## src/hw/sensor_consts.svh

```systemverilog
`ifndef SENSOR_CONSTS_SVH
`define SENSOR_CONSTS_SVH
// ==========================================
// Register pointers and coefficient slot count
`define REG_STATUS 8'h00
`define REG_PRESSURE 8'h01
`define REG_COMP_TEMP 8'h02
`define REG_DIMS 8'h43
`define REG_DELAY 8'h55
`define REG_DRAWING 8'h56
`define REG_TARE 8'h57
`define REG_PCOEF 8'h80
`define REG_TCOEF 8'h9E
`define COEF_SLOTS 8'h1E
// ==========================================
// Status fields
`define ST_FLAG 0
`define ST_AUTO 8
`define ST_TARE 12
// ==========================================
// Fit order fields of coefficient_dimensions
`define DIM_PP 31:24
`define DIM_PT 23:16
`define DIM_TP 15:8
`define DIM_TT 7:0
// ==========================================
// Reset values, delay modulus and bus address
`define DELAY_RST 16'h0064
`define DELAY_MOD 16'h07D0
`define DEV_ADDR 7'h02
// ==========================================
// Timing
`define CLK_PERIOD_NS 50
`define MS_NS 1000000
`define PWR_TIME_US 1000
`define ACQ_TIME_US 2000
`define MS_CYC (`MS_NS / `CLK_PERIOD_NS)
`define PWR_CYC ((`PWR_TIME_US * 1000) / `CLK_PERIOD_NS)
`define ACQ_CYC ((`ACQ_TIME_US * 1000) / `CLK_PERIOD_NS)
`endif

```

## src/hw/sensor_pkg.sv

```systemverilog
package sensor_pkg;
	// ==========================================
	// Operating states and bus phases
	typedef enum logic [1:0] {S_PWR, S_ACQ, S_STBY} seq_state_t;
	typedef enum logic [2:0] {I_IDLE, I_RX, I_ACK, I_TX, I_TXACK} i2c_phase_t;
endpackage : sensor_pkg
```

## src/hw/float_subtract.sv

```systemverilog
`timescale 1ns/1ps
`default_nettype none
module float_subtract import sensor_pkg::*; (
	// Operands, single precision
	input wire logic [31:0] minuend,
	input wire logic [31:0] subtrahend,
	// Result
	output logic [31:0] difference
);
	// Truncating, flushes denormals; NaN and infinity not special-cased
	logic sa, sb, sr, swap;
	logic [7:0] ea, eb, el, es, d;
	logic [26:0] ml, ms, ms_sh, norm;
	logic [27:0] acc;
	logic [4:0] lz;
	logic [8:0] er;
	logic [22:0] frac;
	always_comb begin
		sa = minuend[31];
		sb = ~subtrahend[31];
		ea = minuend[30:23];
		eb = subtrahend[30:23];
		swap = subtrahend[30:0] > minuend[30:0];
		el = swap ? eb : ea;
		es = swap ? ea : eb;
		sr = swap ? sb : sa;
		ml = swap ? {eb != 8'h00, subtrahend[22:0], 3'h0}
			: {ea != 8'h00, minuend[22:0], 3'h0};
		ms = swap ? {ea != 8'h00, minuend[22:0], 3'h0}
			: {eb != 8'h00, subtrahend[22:0], 3'h0};
		d = el - es;
		ms_sh = (d > 8'h1A) ? 27'h0 : (ms >> d);
		if (sa == sb) begin
			acc = {1'b0, ml} + {1'b0, ms_sh};
		end else begin
			acc = {1'b0, ml} - {1'b0, ms_sh};
		end
		lz = 5'h00;
		for (int i = 0; i < 27; i++) begin
			if (acc[i]) begin
				lz = 5'(26 - i);
			end
		end
		norm = acc[26:0] << lz;
		if (acc[27]) begin
			er = {1'b0, el} + 9'h001;
			frac = acc[26:4];
		end else begin
			er = {1'b0, el} - {4'h0, lz};
			frac = norm[25:3];
		end
		if (acc == 28'h0 || el == 8'h00 || er[8] || er == 9'h000) begin
			difference = 32'h0000_0000;
		end else if (er[7:0] == 8'hFF) begin
			difference = {sr, 8'hFF, 23'h0};
		end else begin
			difference = {sr, er[7:0], frac};
		end
	end
endmodule : float_subtract
`default_nettype wire

```

## src/hw/pressure_sensor_regs.sv

```systemverilog
`timescale 1ns/1ps
`default_nettype none
`include "sensor_consts.svh"
module pressure_sensor_regs import sensor_pkg::*; #(
	parameter int MS_CYC = `MS_CYC,
	parameter int PWR_CYC = `PWR_CYC,
	parameter int ACQ_CYC = `ACQ_CYC,
	// Arbitrary value
	parameter logic [31:0] DRAWING_NUMBER = 32'h0000_1234
) (
	// Clock and reset
	input wire logic sys_clk,
	input wire logic rst_b,
	// I2C pins
	input wire logic scl_in,
	input wire logic sda_in,
	output logic sda_out,
	output logic sda_oe,
	// Sensing datapath
	input wire logic [31:0] meas_pressure,
	input wire logic [31:0] meas_temp,
	output logic acq_busy,
	// Calibration store
	input wire logic [31:0] coefficient_dimensions,
	input wire logic coef_load_en,
	input wire logic [5:0] coef_load_idx,
	input wire logic [31:0] coef_load_data
);
	// ==========================================
	// State
	seq_state_t st_ff;
	i2c_phase_t ph_ff;
	logic [2:0] scl_s_ff, sda_s_ff;
	logic [3:0] bit_ff;
	logic [7:0] shift_ff, tx_ff, ptr_ff;
	logic [1:0] idx_ff, lane_ff;
	logic rw_ff, sda_oe_ff, sda_o_ff;
	logic [23:0] wdata_ff;
	logic [31:0] rd_word_ff, tare_val_ff, pres_res_ff, temp_res_ff;
	logic auto_ff, tare_ff, new_data_flag_ff, req_pend_ff, acq_busy_ff;
	logic [15:0] delay_ff;
	logic [10:0] period_ff, per_cnt_ff;
	logic [19:0] ms_cnt_ff, cnt_ff;
	logic [31:0] coef_mem [60];
	logic scl_rise, scl_fall, start_det, stop_det, byte_done, addr_hit;
	logic wr_stb, ld_word, status_wr, new_req, auto_tick, acq_done;
	logic [31:0] wr_word, rd_mux, tared, st_word;
	logic [7:0] rd_byte, pidx, tidx;
	logic [17:0] pcount, tcount;

	assign sda_out = sda_o_ff;
	assign sda_oe = sda_oe_ff;
	assign acq_busy = acq_busy_ff;

	// ==========================================
	// Pin synchronisers and bus events
	always_ff @(posedge sys_clk or negedge rst_b) begin
		if (!rst_b) begin
			scl_s_ff <= 3'h7;
			sda_s_ff <= 3'h7;
			sda_o_ff <= 1'b0;
		end else begin
			scl_s_ff <= {scl_s_ff[1:0], scl_in};
			sda_s_ff <= {sda_s_ff[1:0], sda_in};
			sda_o_ff <= 1'b0;
		end
	end
	assign scl_rise = scl_s_ff[1] & ~scl_s_ff[2];
	assign scl_fall = ~scl_s_ff[1] & scl_s_ff[2];
	assign start_det = scl_s_ff[1] & scl_s_ff[2] & sda_s_ff[2] & ~sda_s_ff[1];
	assign stop_det = scl_s_ff[1] & scl_s_ff[2] & ~sda_s_ff[2] & sda_s_ff[1];
	assign byte_done = ph_ff == I_RX && scl_fall && bit_ff == 4'h8;
	assign addr_hit = shift_ff[7:1] == `DEV_ADDR;
	assign wr_stb = byte_done && idx_ff == 2'h2 && lane_ff == 2'h3;
	assign wr_word = {wdata_ff, shift_ff};
	assign ld_word = (byte_done && idx_ff == 2'h0 && addr_hit && shift_ff[0])
		|| (ph_ff == I_TXACK && scl_rise && !sda_s_ff[1]
		&& lane_ff == 2'h3);

	always_comb begin
		case (lane_ff)
			2'h0: rd_byte = rd_word_ff[31:24];
			2'h1: rd_byte = rd_word_ff[23:16];
			2'h2: rd_byte = rd_word_ff[15:8];
			default: rd_byte = rd_word_ff[7:0];
		endcase
	end

	// ==========================================
	// I2C slave, words sent and taken MSB first
	always_ff @(posedge sys_clk or negedge rst_b) begin
		if (!rst_b) begin
			ph_ff <= I_IDLE;
			bit_ff <= 4'h0;
			shift_ff <= 8'h00;
			tx_ff <= 8'h00;
			ptr_ff <= 8'h00;
			idx_ff <= 2'h0;
			lane_ff <= 2'h0;
			rw_ff <= 1'b0;
			wdata_ff <= 24'h0;
			sda_oe_ff <= 1'b0;
		end else if (st_ff == S_PWR || stop_det) begin
			ph_ff <= I_IDLE;
			sda_oe_ff <= 1'b0;
		end else if (start_det) begin
			ph_ff <= I_RX;
			bit_ff <= 4'h0;
			idx_ff <= 2'h0;
			lane_ff <= 2'h0;
			sda_oe_ff <= 1'b0;
		end else begin
			case (ph_ff)
				I_RX: begin
					if (scl_rise && bit_ff != 4'h8) begin
						shift_ff <= {shift_ff[6:0], sda_s_ff[1]};
						bit_ff <= bit_ff + 4'h1;
					end else if (byte_done) begin
						ph_ff <= I_ACK;
						sda_oe_ff <= 1'b1;
						if (idx_ff == 2'h0) begin
							rw_ff <= shift_ff[0];
							idx_ff <= 2'h1;
							if (!addr_hit) begin
								ph_ff <= I_IDLE;
								sda_oe_ff <= 1'b0;
							end
						end else if (idx_ff == 2'h1) begin
							ptr_ff <= shift_ff;
							idx_ff <= 2'h2;
						end else begin
							wdata_ff <= {wdata_ff[15:0], shift_ff};
							lane_ff <= lane_ff + 2'h1;
							if (lane_ff == 2'h3) begin
								ptr_ff <= ptr_ff + 8'h01;
							end
						end
					end
				end
				I_ACK: begin
					if (scl_fall) begin
						bit_ff <= 4'h0;
						if (rw_ff) begin
							ph_ff <= I_TX;
							sda_oe_ff <= ~rd_byte[7];
							tx_ff <= {rd_byte[6:0], 1'b0};
						end else begin
							ph_ff <= I_RX;
							sda_oe_ff <= 1'b0;
						end
					end
				end
				I_TX: begin
					if (scl_fall) begin
						if (bit_ff == 4'h7) begin
							ph_ff <= I_TXACK;
							sda_oe_ff <= 1'b0;
							if (lane_ff == 2'h3) begin
								ptr_ff <= ptr_ff + 8'h01;
							end
						end else begin
							sda_oe_ff <= ~tx_ff[7];
							tx_ff <= {tx_ff[6:0], 1'b0};
							bit_ff <= bit_ff + 4'h1;
						end
					end
				end
				I_TXACK: begin
					if (scl_rise) begin
						if (sda_s_ff[1]) begin
							ph_ff <= I_IDLE;
						end else begin
							lane_ff <= lane_ff + 2'h1;
						end
					end else if (scl_fall) begin
						ph_ff <= I_TX;
						bit_ff <= 4'h0;
						sda_oe_ff <= ~rd_byte[7];
						tx_ff <= {rd_byte[6:0], 1'b0};
					end
				end
				default: ph_ff <= I_IDLE;
			endcase
		end
	end

	// ==========================================
	// Read side
	float_subtract u_tare_sub (
		.minuend(pres_res_ff),
		.subtrahend(tare_val_ff),
		.difference(tared)
	);
	assign pidx = ptr_ff - `REG_PCOEF;
	assign tidx = ptr_ff - `REG_TCOEF;
	assign pcount = 18'({9'h0, coefficient_dimensions[`DIM_PP]} + 18'h1)
		* 18'({9'h0, coefficient_dimensions[`DIM_PT]} + 18'h1);
	assign tcount = 18'({9'h0, coefficient_dimensions[`DIM_TP]} + 18'h1)
		* 18'({9'h0, coefficient_dimensions[`DIM_TT]} + 18'h1);

	always_comb begin
		st_word = 32'h0000_0000;
		st_word[`ST_FLAG] = new_data_flag_ff;
		st_word[`ST_AUTO] = auto_ff;
		st_word[`ST_TARE] = tare_ff;
		rd_mux = 32'h0000_0000;
		case (ptr_ff)
			`REG_STATUS: rd_mux = st_word;
			`REG_PRESSURE: rd_mux = tare_ff ? tared : pres_res_ff;
			`REG_COMP_TEMP: rd_mux = temp_res_ff;
			`REG_DIMS: rd_mux = coefficient_dimensions;
			`REG_DELAY: rd_mux = {16'h0000, delay_ff};
			`REG_DRAWING: rd_mux = DRAWING_NUMBER;
			`REG_TARE: rd_mux = tare_val_ff;
			default: begin
				// Entries past the fitted count read as zero
				if (pidx < `COEF_SLOTS && {10'h0, pidx} < pcount) begin
					rd_mux = coef_mem[pidx[5:0]];
				end else if (tidx < `COEF_SLOTS && {10'h0, tidx} < tcount) begin
					rd_mux = coef_mem[6'(tidx + `COEF_SLOTS)];
				end
			end
		endcase
	end

	always_ff @(posedge sys_clk or negedge rst_b) begin
		if (!rst_b) begin
			rd_word_ff <= 32'h0000_0000;
		end else if (ld_word) begin
			rd_word_ff <= rd_mux;
		end
	end

	// Only the calibration store fills the coefficients
	always_ff @(posedge sys_clk) begin
		if (coef_load_en) begin
			coef_mem[coef_load_idx] <= coef_load_data;
		end
	end

	// ==========================================
	// Host-written controls
	assign status_wr = wr_stb && ptr_ff == `REG_STATUS;
	always_ff @(posedge sys_clk or negedge rst_b) begin
		if (!rst_b) begin
			auto_ff <= 1'b0;
			tare_ff <= 1'b0;
			delay_ff <= `DELAY_RST;
			tare_val_ff <= 32'h0000_0000;
		end else if (wr_stb) begin
			if (ptr_ff == `REG_STATUS) begin
				auto_ff <= wr_word[`ST_AUTO];
				tare_ff <= wr_word[`ST_TARE];
			end
			if (ptr_ff == `REG_DELAY) begin
				delay_ff <= wr_word[15:0];
			end
			if (ptr_ff == `REG_TARE) begin
				tare_val_ff <= wr_word;
			end
		end
	end

	// ==========================================
	// Auto-update timer; delay taken when auto mode is entered
	assign auto_tick = auto_ff && ms_cnt_ff == 20'(MS_CYC - 1)
		&& per_cnt_ff + 11'h001 >= period_ff;
	always_ff @(posedge sys_clk or negedge rst_b) begin
		if (!rst_b) begin
			ms_cnt_ff <= 20'h0;
			per_cnt_ff <= 11'h000;
			period_ff <= 11'h000;
		end else if (!auto_ff) begin
			ms_cnt_ff <= 20'h0;
			per_cnt_ff <= 11'h000;
			period_ff <= 11'(delay_ff % `DELAY_MOD);
		end else if (ms_cnt_ff == 20'(MS_CYC - 1)) begin
			ms_cnt_ff <= 20'h0;
			per_cnt_ff <= auto_tick ? 11'h000 : per_cnt_ff + 11'h001;
		end else begin
			ms_cnt_ff <= ms_cnt_ff + 20'h1;
		end
	end

	// ==========================================
	// Operating state sequencer
	assign acq_done = st_ff == S_ACQ && cnt_ff == 20'(ACQ_CYC - 1);
	assign new_req = (status_wr && wr_word[`ST_FLAG]) || auto_tick;
	always_ff @(posedge sys_clk or negedge rst_b) begin
		if (!rst_b) begin
			st_ff <= S_PWR;
			cnt_ff <= 20'h0;
			acq_busy_ff <= 1'b0;
			pres_res_ff <= 32'h0000_0000;
			temp_res_ff <= 32'h0000_0000;
		end else begin
			case (st_ff)
				S_PWR: begin
					if (cnt_ff == 20'(PWR_CYC - 1)) begin
						st_ff <= S_ACQ;
						cnt_ff <= 20'h0;
						acq_busy_ff <= 1'b1;
					end else begin
						cnt_ff <= cnt_ff + 20'h1;
					end
				end
				S_ACQ: begin
					if (acq_done) begin
						st_ff <= S_STBY;
						acq_busy_ff <= 1'b0;
						pres_res_ff <= meas_pressure;
						temp_res_ff <= meas_temp;
					end else begin
						cnt_ff <= cnt_ff + 20'h1;
					end
				end
				S_STBY: begin
					if (req_pend_ff) begin
						st_ff <= S_ACQ;
						cnt_ff <= 20'h0;
						acq_busy_ff <= 1'b1;
					end
				end
				default: st_ff <= S_PWR;
			endcase
		end
	end

	// Set wins over clear for both flags
	always_ff @(posedge sys_clk or negedge rst_b) begin
		if (!rst_b) begin
			req_pend_ff <= 1'b0;
			new_data_flag_ff <= 1'b0;
		end else begin
			req_pend_ff <= new_req || (req_pend_ff && st_ff != S_STBY);
			if (acq_done) begin
				new_data_flag_ff <= 1'b1;
			end else if (status_wr || (ld_word && auto_ff
				&& (ptr_ff == `REG_PRESSURE || ptr_ff == `REG_COMP_TEMP))) begin
				new_data_flag_ff <= 1'b0;
			end
		end
	end
endmodule : pressure_sensor_regs
`default_nettype wire

```

## config.mk

```make
export PLATFORM = sky130hd
export DESIGN_NAME = pressure_sensor_regs
export DESIGN_NICKNAME = d
export VERILOG_FILES = /design/src/hw/sensor_pkg.sv /design/src/hw/float_subtract.sv /design/src/hw/pressure_sensor_regs.sv
export VERILOG_INCLUDE_DIRS = /design/src /design/src/hw
export SDC_FILE = /design/constraint.sdc
export NUM_CORES = 2
export LEC_CHECK = 0
export BUFFER_PORTS_ARGS = -buffer_cell sky130_fd_sc_hd__clkbuf_2
export CAP_MARGIN = 20
export CORE_ASPECT_RATIO = 1.75
export CORE_UTILIZATION = 50
export DETAILED_ROUTE_END_ITERATION = 8
export GPL_TIMING_DRIVEN = 0
export PLACE_DENSITY = 0.62
export RECOVER_POWER = 25
export REMOVE_ABC_BUFFERS = 1
export SETUP_SLACK_MARGIN = 0.05
export SYNTH_ARGS = -nofsm -noshare
export SYNTH_HDL_FRONTEND = slang
export SYNTH_SLANG_ARGS = --single-unit
```

## constraint.sdc

```tcl
create_clock -name sys_clk -period 20.5 [get_ports sys_clk]
set_input_delay 1.025 -clock sys_clk [delete_from_list [all_inputs] [get_ports sys_clk]]
set_output_delay 1.025 -clock sys_clk [all_outputs]
set_load 0.02 [all_outputs]
```

---- Yosys cells after proc, flatten, opt, wreduce, memory -nomap -nowiden ----
Memories as Yosys holds them, arrays and structs flattened.
Cells that the tools add are included.
word-level totals
  register bits after elaboration ......... 280
  bits in writable memories ............... 1,920
  input bits .............................. 139
  output and inout port bits .............. 3
  logic and storage cells ................. 333
  memories ................................ 1
cells by class
  add/sub/neg operators ................... 18
  multipliers ............................. 2
  divide/modulo/power cells ............... 1
  order comparisons ....................... 7
  equal/unequal tests ..................... 62
  shift operators ......................... 2
  multiplexer cells ....................... 127
  bitwise gates (word level) .............. 19
  reduce and logical (&&, ||, !) cells .... 67
memory list
  name      words  bits a word  rd ports  clocked after memory_dff  write ports  RTL line                    source
  coef_mem  60     32           2         0                         1            pressure_sensor_regs.sv:44  logic [31:0] coef_mem [60];
operators with widths
  cell                     count
  $pmux W32 S7             1
  $mux W5                  27
  $mux W32                 4
  $mux W8                  15
  $mux W20                 5
  $mux W27                 3
  $pmux W20 S3             1
  $pmux W8 S3              2
  $add A8 B1 Y9 const B    5
  $add A20 B1 Y20 const B  2
  $eq A20 B15 Y1 const B   2
  $mux W2                  19
  $lt A8 B18 Y1            2
  $mul A9 B9 Y18           2
  $mux W11                 3
  $eq A8 B7 Y1 const B     4
  $gt A31 B31 Y1           1
  $mux W31                 1
  $mux W3                  10
  $ne A2 B2 Y1 const B     15
  $add A27 B27 Y28         1
  $logic_not A28 Y1        1
  $mux W28                 1
  $sub A27 B27 Y28         1
  65 further kinds         177

---- Depth between registers and ports, before layout ----
  word-level depth ........................ 41
  depth in mapped cells ................... 69
  gate-level depth less buffers ........... 60

---- Cells and area by module ----
Synthesis repeated with hierarchy kept, for this count alone.
second synthesis, totals
  cells, all modules ...................... 6,738
  area total of the unflattened synthesis .. 105,651.3 um2
by module, submodules not included
  module                instances  cells an instance  area an instance (um2)
  pressure_sensor_regs  1          5,388              96,437.5
  float_subtract        1          1,350              9,213.8

---- Least setup slack after synthesis ----
No wires, ideal clock.
  path type ............................... register -> register
  start ................................... reg pres_res_ff[25]
  end ..................................... reg rd_word_ff[31]
  arrival time ............................ 13.776 ns
  data required time ...................... 20.418 ns
  slack ................................... 6.642 ns
  stages on the path, launching flop included .. 62
  path buffers ............................ 12
  cell sequence ........................... dfrtp_1 > inv_1 > ha_1 > buf_2 > a21oi_2 > a21oi_1 > a2111oi_4 > o32ai_2 > a21oi_4 > buf_2 > buf_6 > buf_4 > clkbuf_1 > a21oi_1 > ha_1 > buf_2 > buf_1 > buf_1 > (+26 left out) > clkbuf_1 > clkbuf_1 > ha_1 > and2_1 > fa_1 > a21o_1 > a21oi_1 > o21bai_1 > a21oi_1 > o21bai_1 > a21oi_1 > nand2_1 > o311a_1 > a211o_1 > and2_4 > buf_6 > or4_1 > a31oi_1
on the way
  longest elaborated chain between the ends .. 41
  elaborated cells between the ends (all ways) .. 53
  those cells by class .................... add/sub (5); order compare (2); shift (1); mux (38); reduce/logical (7)
RTL lines
  what                                                           RTL line                                    source
  start, declared                                                pressure_sensor_regs.sv:39                  logic [31:0] rd_word_ff, tare_val_ff, pres_res_ff, temp_res_ff;
  start signal, assigned                                         pressure_sensor_regs.sv:311                 pres_res_ff <= meas_pressure;
  $gt A31 B31 Y1                                                 float_subtract.sv:23                        swap = subtrahend[30:0] > minuend[30:0];
  $mux W8 (on tied branches)                                     float_subtract.sv:24, float_subtract.sv:25
  $sub A8 B8 Y8                                                  float_subtract.sv:31                        d = el - es;
  $shr A27 B8 Y27 / $gt A8 B5 Y1 (equally long branches)         float_subtract.sv:32                        ms_sh = (d > 8'h1A) ? 27'h0 : (ms >> d);
  $mux W27                                                       float_subtract.sv:32
  $sub A27 B27 Y28 / $add A27 B27 Y28 (equally long branches)    float_subtract.sv:36, float_subtract.sv:34
  $mux W28                                                       float_subtract.sv:33                        if (sa == sb) begin
  $mux W5 (27 in a row)                                          float_subtract.sv:40                        if (acc[i]) begin
  $sub A8 B5 Y9                                                  float_subtract.sv:49                        er = {1'b0, el} - {4'h0, lz};
  $mux W9                                                        float_subtract.sv:45                        if (acc[27]) begin
  $logic_not A9 Y1 / $logic_or A1 B1 Y1 (equally long branches)  float_subtract.sv:52                        if (acc == 28'h0 || el == 8'h00 || er[8] || er == 9'h000) begin
  $logic_or A1 B1 Y1                                             float_subtract.sv:52
  $mux W32 *                                                     float_subtract.sv:52
  $mux W32 *                                                     pressure_sensor_regs.sv:209                 `REG_PRESSURE: rd_mux = tare_ff ? tared : pres_res_ff;
  $pmux W32 S7 *                                                 pressure_sensor_regs.sv:207                 case (ptr_ff)
  end signal, assigned                                           pressure_sensor_regs.sv:230                 rd_word_ff <= rd_mux;
  end, declared                                                  pressure_sensor_regs.sv:39
Mark *: on every way between the ends. The rest lies on a longest branch, timed or not.
A chain may end at the register's enable or synchronous reset.

---- Worst setup path after layout ----
  start ................................... reg pres_res_ff[8]
  end ..................................... reg rd_word_ff[8]
on the way
  longest elaborated chain between the ends .. 41
  elaborated cells between the ends (all ways) .. 55
  those cells by class .................... add/sub (5); order compare (2); eq/ne (1); shift (2); mux (39); reduce/logical (6)
RTL lines
  what                                                         RTL line                                    source
  $gt A31 B31 Y1                                               float_subtract.sv:23
  $mux W8 (on tied branches)                                   float_subtract.sv:24, float_subtract.sv:25
  $sub A8 B8 Y8                                                float_subtract.sv:31
  $shr A27 B8 Y27 / $gt A8 B5 Y1 (equally long branches)       float_subtract.sv:32
  $mux W27                                                     float_subtract.sv:32
  $sub A27 B27 Y28 / $add A27 B27 Y28 (equally long branches)  float_subtract.sv:36, float_subtract.sv:34
  $mux W28                                                     float_subtract.sv:33
  $mux W5 (27 in a row)                                        float_subtract.sv:40
  $sub A8 B5 Y9                                                float_subtract.sv:49
  $mux W9                                                      float_subtract.sv:45
  $eq A8 B8 Y1, or another cell as far along                   float_subtract.sv:54                        end else if (er[7:0] == 8'hFF) begin
  $mux W31 / $logic_or A1 B1 Y1 (equally long branches)        float_subtract.sv:54, float_subtract.sv:52
  $mux W32                                                     float_subtract.sv:52
  $mux W32 *                                                   pressure_sensor_regs.sv:209
  $pmux W32 S7 *                                               pressure_sensor_regs.sv:207
Marked as above.

==> out/metrics.yaml <==
synthesis:
  synth_top_area_frac: 0.5427
  syn_inst: 6776
  ys_types: 113
  synthAdderAreaFrac: 0.04214
  synth_xor_area_frac: 0.01401
  synth_top_family_by_area: "multiplexers"
  avgSynthCellArea_um2: 15.68
  synth_ff_type: "edfxtp_1"
  synth-edff-count: 1920
  yosysTopAreaCell: "edfxtp_1"
  async_flop_share: 0.1269
  yosys-top-cells-area: "edfxtp_1 54%, mux4_2 15%, dfrtp_1 6.4%"
  yosysSeqAreaShare: 0.6085
  yosys.area_share.simple: 0.06029
  synth_area_um2: 106200
  ys_ff_latch: 2199
  yosys_warnings: 0
  muxShareOfSynthArea: 0.1834
  synth_compound_area_frac: 0.06770
worst_setup_path:
  slowest_delay_ps: 1050
  path_common_cell: "a21oi_1"
  crit_fanout: 30
  arrival_ps: 20090
  worstSetupEndpointType: "flip-flop"
  criticalPathCategory: "flip-flop to flip-flop"
  cp_data_required_time_ps: 21260
  start_kind: "flip-flop"
  slowest_stage: "dfrtp_1"
place:
  gp_congestion: 0.9855
  portBuffers: 140
  dp_hpwl_mm: 224.5
  placed_cells: 9518
route:
  wire_per_inst_um: 33.16
  routed_wl_mm: 328.5
  vias: 64422
  dr.pass1.iters: 9
  drt_iter0_drc: 6647
  viasPerCell: 6.503
  ant_nets: 0
  drc: 25
power:
  peakVddDrop_mv: 0.07793
  power.density_nw_per_um2: 81.52
  p_leak_nw: 40.54
  p_int_mw: 7.308
  comb_power_share: 0.123
  clockPowerShare: 0.372
  power_switching_mw: 2.437
  seqPwrFrac: 0.506
  switching_share: 0.2501
floorplanning:
  die_area_um2: 214400
  start_util: 0.5037
  die_h_um: 611.8
  die_w_um: 350.5
  row_count: 223
  fp.coreArea_um2: 210900
  num_io_pins: 142
grt:
  grt_max_degree: 100
  grt_first_pass_wirelength_mm: 468.2
  antenna_found_initial: 21
  grt_pass1_vias: 65376
  track_usage: 0.3075
  overflow: 0
clock_tree:
  post_cts_buffers: 0
  clockBufferDepth: 4
  cts_tree: "yes"
  root_buffer: "clkbuf_16"
  cts.clk_slew.worst_paths_ps: 70
  htreeDepth: 4
  cts_buffers: 201
  worstSkewPairLatency_ps: 880
  cts_sinks: 2199
timing:
  rsz0062_at_grt: "false"
  fin_crit_sh: 0.9428
  fmax_mhz: 51.74
  hold_viol_final: 0
  max-slew-margin-rel: -2.740
  timing.hold.ws_ps: 254.4
  drv_slew: 995
  fin_crit_ps: 19330
  worst_pin_slew_ps: 5610
  finalSetupViolCount: 0
  worst_clock_skew_ps: 56.50
finish:
  drive_above_1_share: 0.2307
  final_cells: 9906
  syn2layout_area_growth_pct: 12.52
  n_fill_cell: 16417
  nets: 7374
hold_path:
  hp-class: "primary input to flip-flop"
run_status:
  failed_checks: "design-rule violations, max-capacitance violations, max-slew violations"
  status: "finished with violations"
job:
  max_cap_violations: 18
sequential cells by signal, summed over array words and instances, names as in the netlist, 16 cells and up:
name         count
coef_mem      1920
delay_ff        16
cnt_ff          20
pres_res_ff     32
rd_word_ff      32
tare_val_ff     32
wdata_ff        24
temp_res_ff     32
ms_cnt_ff       20
cells in the final DEF (no fill, tap or decap), types with 48 or more instances in the layout:
| cell type | n |
|---|---|
| nor2_1 | 284 |
| clkinv_1 | 48 |
| and2_1 | 49 |
| nor3_1 | 59 |
| ha_1 | 191 |
| nand4_1 | 55 |
| buf_12 | 84 |
| nand2_1 | 456 |
| clkbuf_16 | 202 |
| xnor2_1 | 84 |
| mux2i_1 | 158 |
| buf_16 | 55 |
| a211oi_1 | 56 |
| mux4_2 | 687 |
| dfrtp_1 | 263 |
| clkbuf_1 | 82 |
| fa_1 | 102 |
| nand3_1 | 102 |
| inv_1 | 258 |
| o21ai_0 | 218 |
| o211ai_1 | 57 |
| clkbuf_2 | 118 |
| nand2b_1 | 79 |
| mux2_2 | 212 |
| nor2_4 | 61 |
| edfxtp_1 | 1920 |
| xor2_1 | 80 |
| a21oi_1 | 226 |
layout make-up:
| class | instances | area (um2) | area share |
|---|---|---|---|
| antenna | 7 | 17.52 | 0.0001465 |
| clock inverter | 98 | 834.6 | 0.006981 |
| inverter | 261 | 987.2 | 0.008258 |
| tap | 2812 | 3518 | 0.02943 |
| clock buffer | 252 | 5300 | 0.04434 |
| multi-input combinational | 3930 | 39710 | 0.3322 |
| sequential | 2199 | 64670 | 0.5410 |
| timing repair buffer | 346 | 4503 | 0.03767 |
| timing repair inverter | 1 | 5.005 | 0.00004187 |
synthesized netlist by cell type, types with 102 or more instances:
master       n
clkbuf_1   262
ha_1       193
o21ai_0    220
a21oi_1    229
edfxtp_1  1920
nand2_1    458
inv_1      260
fa_1       102
dfrtp_1    270
mux2_2     212
nor2_1     348
mux2i_1    158
mux4_2     687
nand3_1    102
through the flow:
stage | utilization | TNS, ps | worst slack, ps | total power, mW | cell area, um2
global placement | 0.5163 | -2837470 | -70770 | 6.141 | 108900
detailed placement | 0.5365 | 0 | 1123 | 6.184 | 113200
CTS | 0.5656 | 0 | 1140 | 9.772 | 119300
global route | 0.5667 | 0 | 207.8 | 10.07 | 119500
finish | 0.5667 | 0 | 1172 | 9.745 | 119500
floorplan | - | -384570 | -11130 | 5.757 | 104700
logic make-up after synthesis:
kind of cell / count (synthesis)
DFF: 2199
other: 1
adders and majority gates: 297
xor gates and xnor gates: 170
and+or+nand+nor: 1354
muxes: 1060
buffers and inverters: 648
AOI/OAI and AO/OA: 1047
power groups by stage:
| stage | Sequential, mW | Combinational, mW | Clock [mW] |
|---|---|---|---|
| 2_1_floorplan | 5.01 | 0.749 | 0 |
| 3_3_place_gp | 5.02 | 1.12 | 0 |
| 3_5_place_dp | 5.02 | 1.16 | 0 |
| 4_1_cts | 4.93 | 1.17 | 3.67 |
| 5_1_grt | 4.93 | 1.31 | 3.83 |
| 6_report | 4.93 | 1.19 | 3.62 |
worst max-delay path: cells and delay by family (launching register included):
family	cells	cell delay [ps]
xor+xnor	1	90
buf+inv	5	1910
fa+ha+maj	6	2940
flops	1	1050
simple gates	16	4300
compound gates	25	8520
mux	1	320
per-layer routing:
metal	part of all wire	global-route usage
met4	0.078	0.2011
met3	0.064	0.04712
met5	0.00038	0
met1	0.35	0.3524
met2	0.51	0.5326
final timing paths:
check | start | end | slack (ps) | cells after the start
setup / recovery | pres_res_ff[8]$_DFFE_PN0P_ | rd_word_ff[8]$_DFFE_PN0N_ | 1170 | 54
min in group asynchronous | rst_b | period_ff[5]$_DFFE_PN0N_ | 830 | 1
max in group asynchronous | rst_b | ptr_ff[0]$_DFFE_PN0P_ | 12560 | 2
hold reg to reg | scl_s_ff[0]$_DFF_PN1_ | scl_s_ff[1]$_DFF_PN1_ | 370 | 0
hold / removal | scl_in | scl_s_ff[0]$_DFF_PN1_ | 250 | 1
setup reg to reg | pres_res_ff[8]$_DFFE_PN0P_ | rd_word_ff[8]$_DFFE_PN0N_ | 1170 | 54
timing repair:
action,in CTS,in global routing
hold buffers,0,0
resized for setup,0,2
endpoints found under the setup margin,0,2
Note: power is estimated with default switching activity, not from simulation.
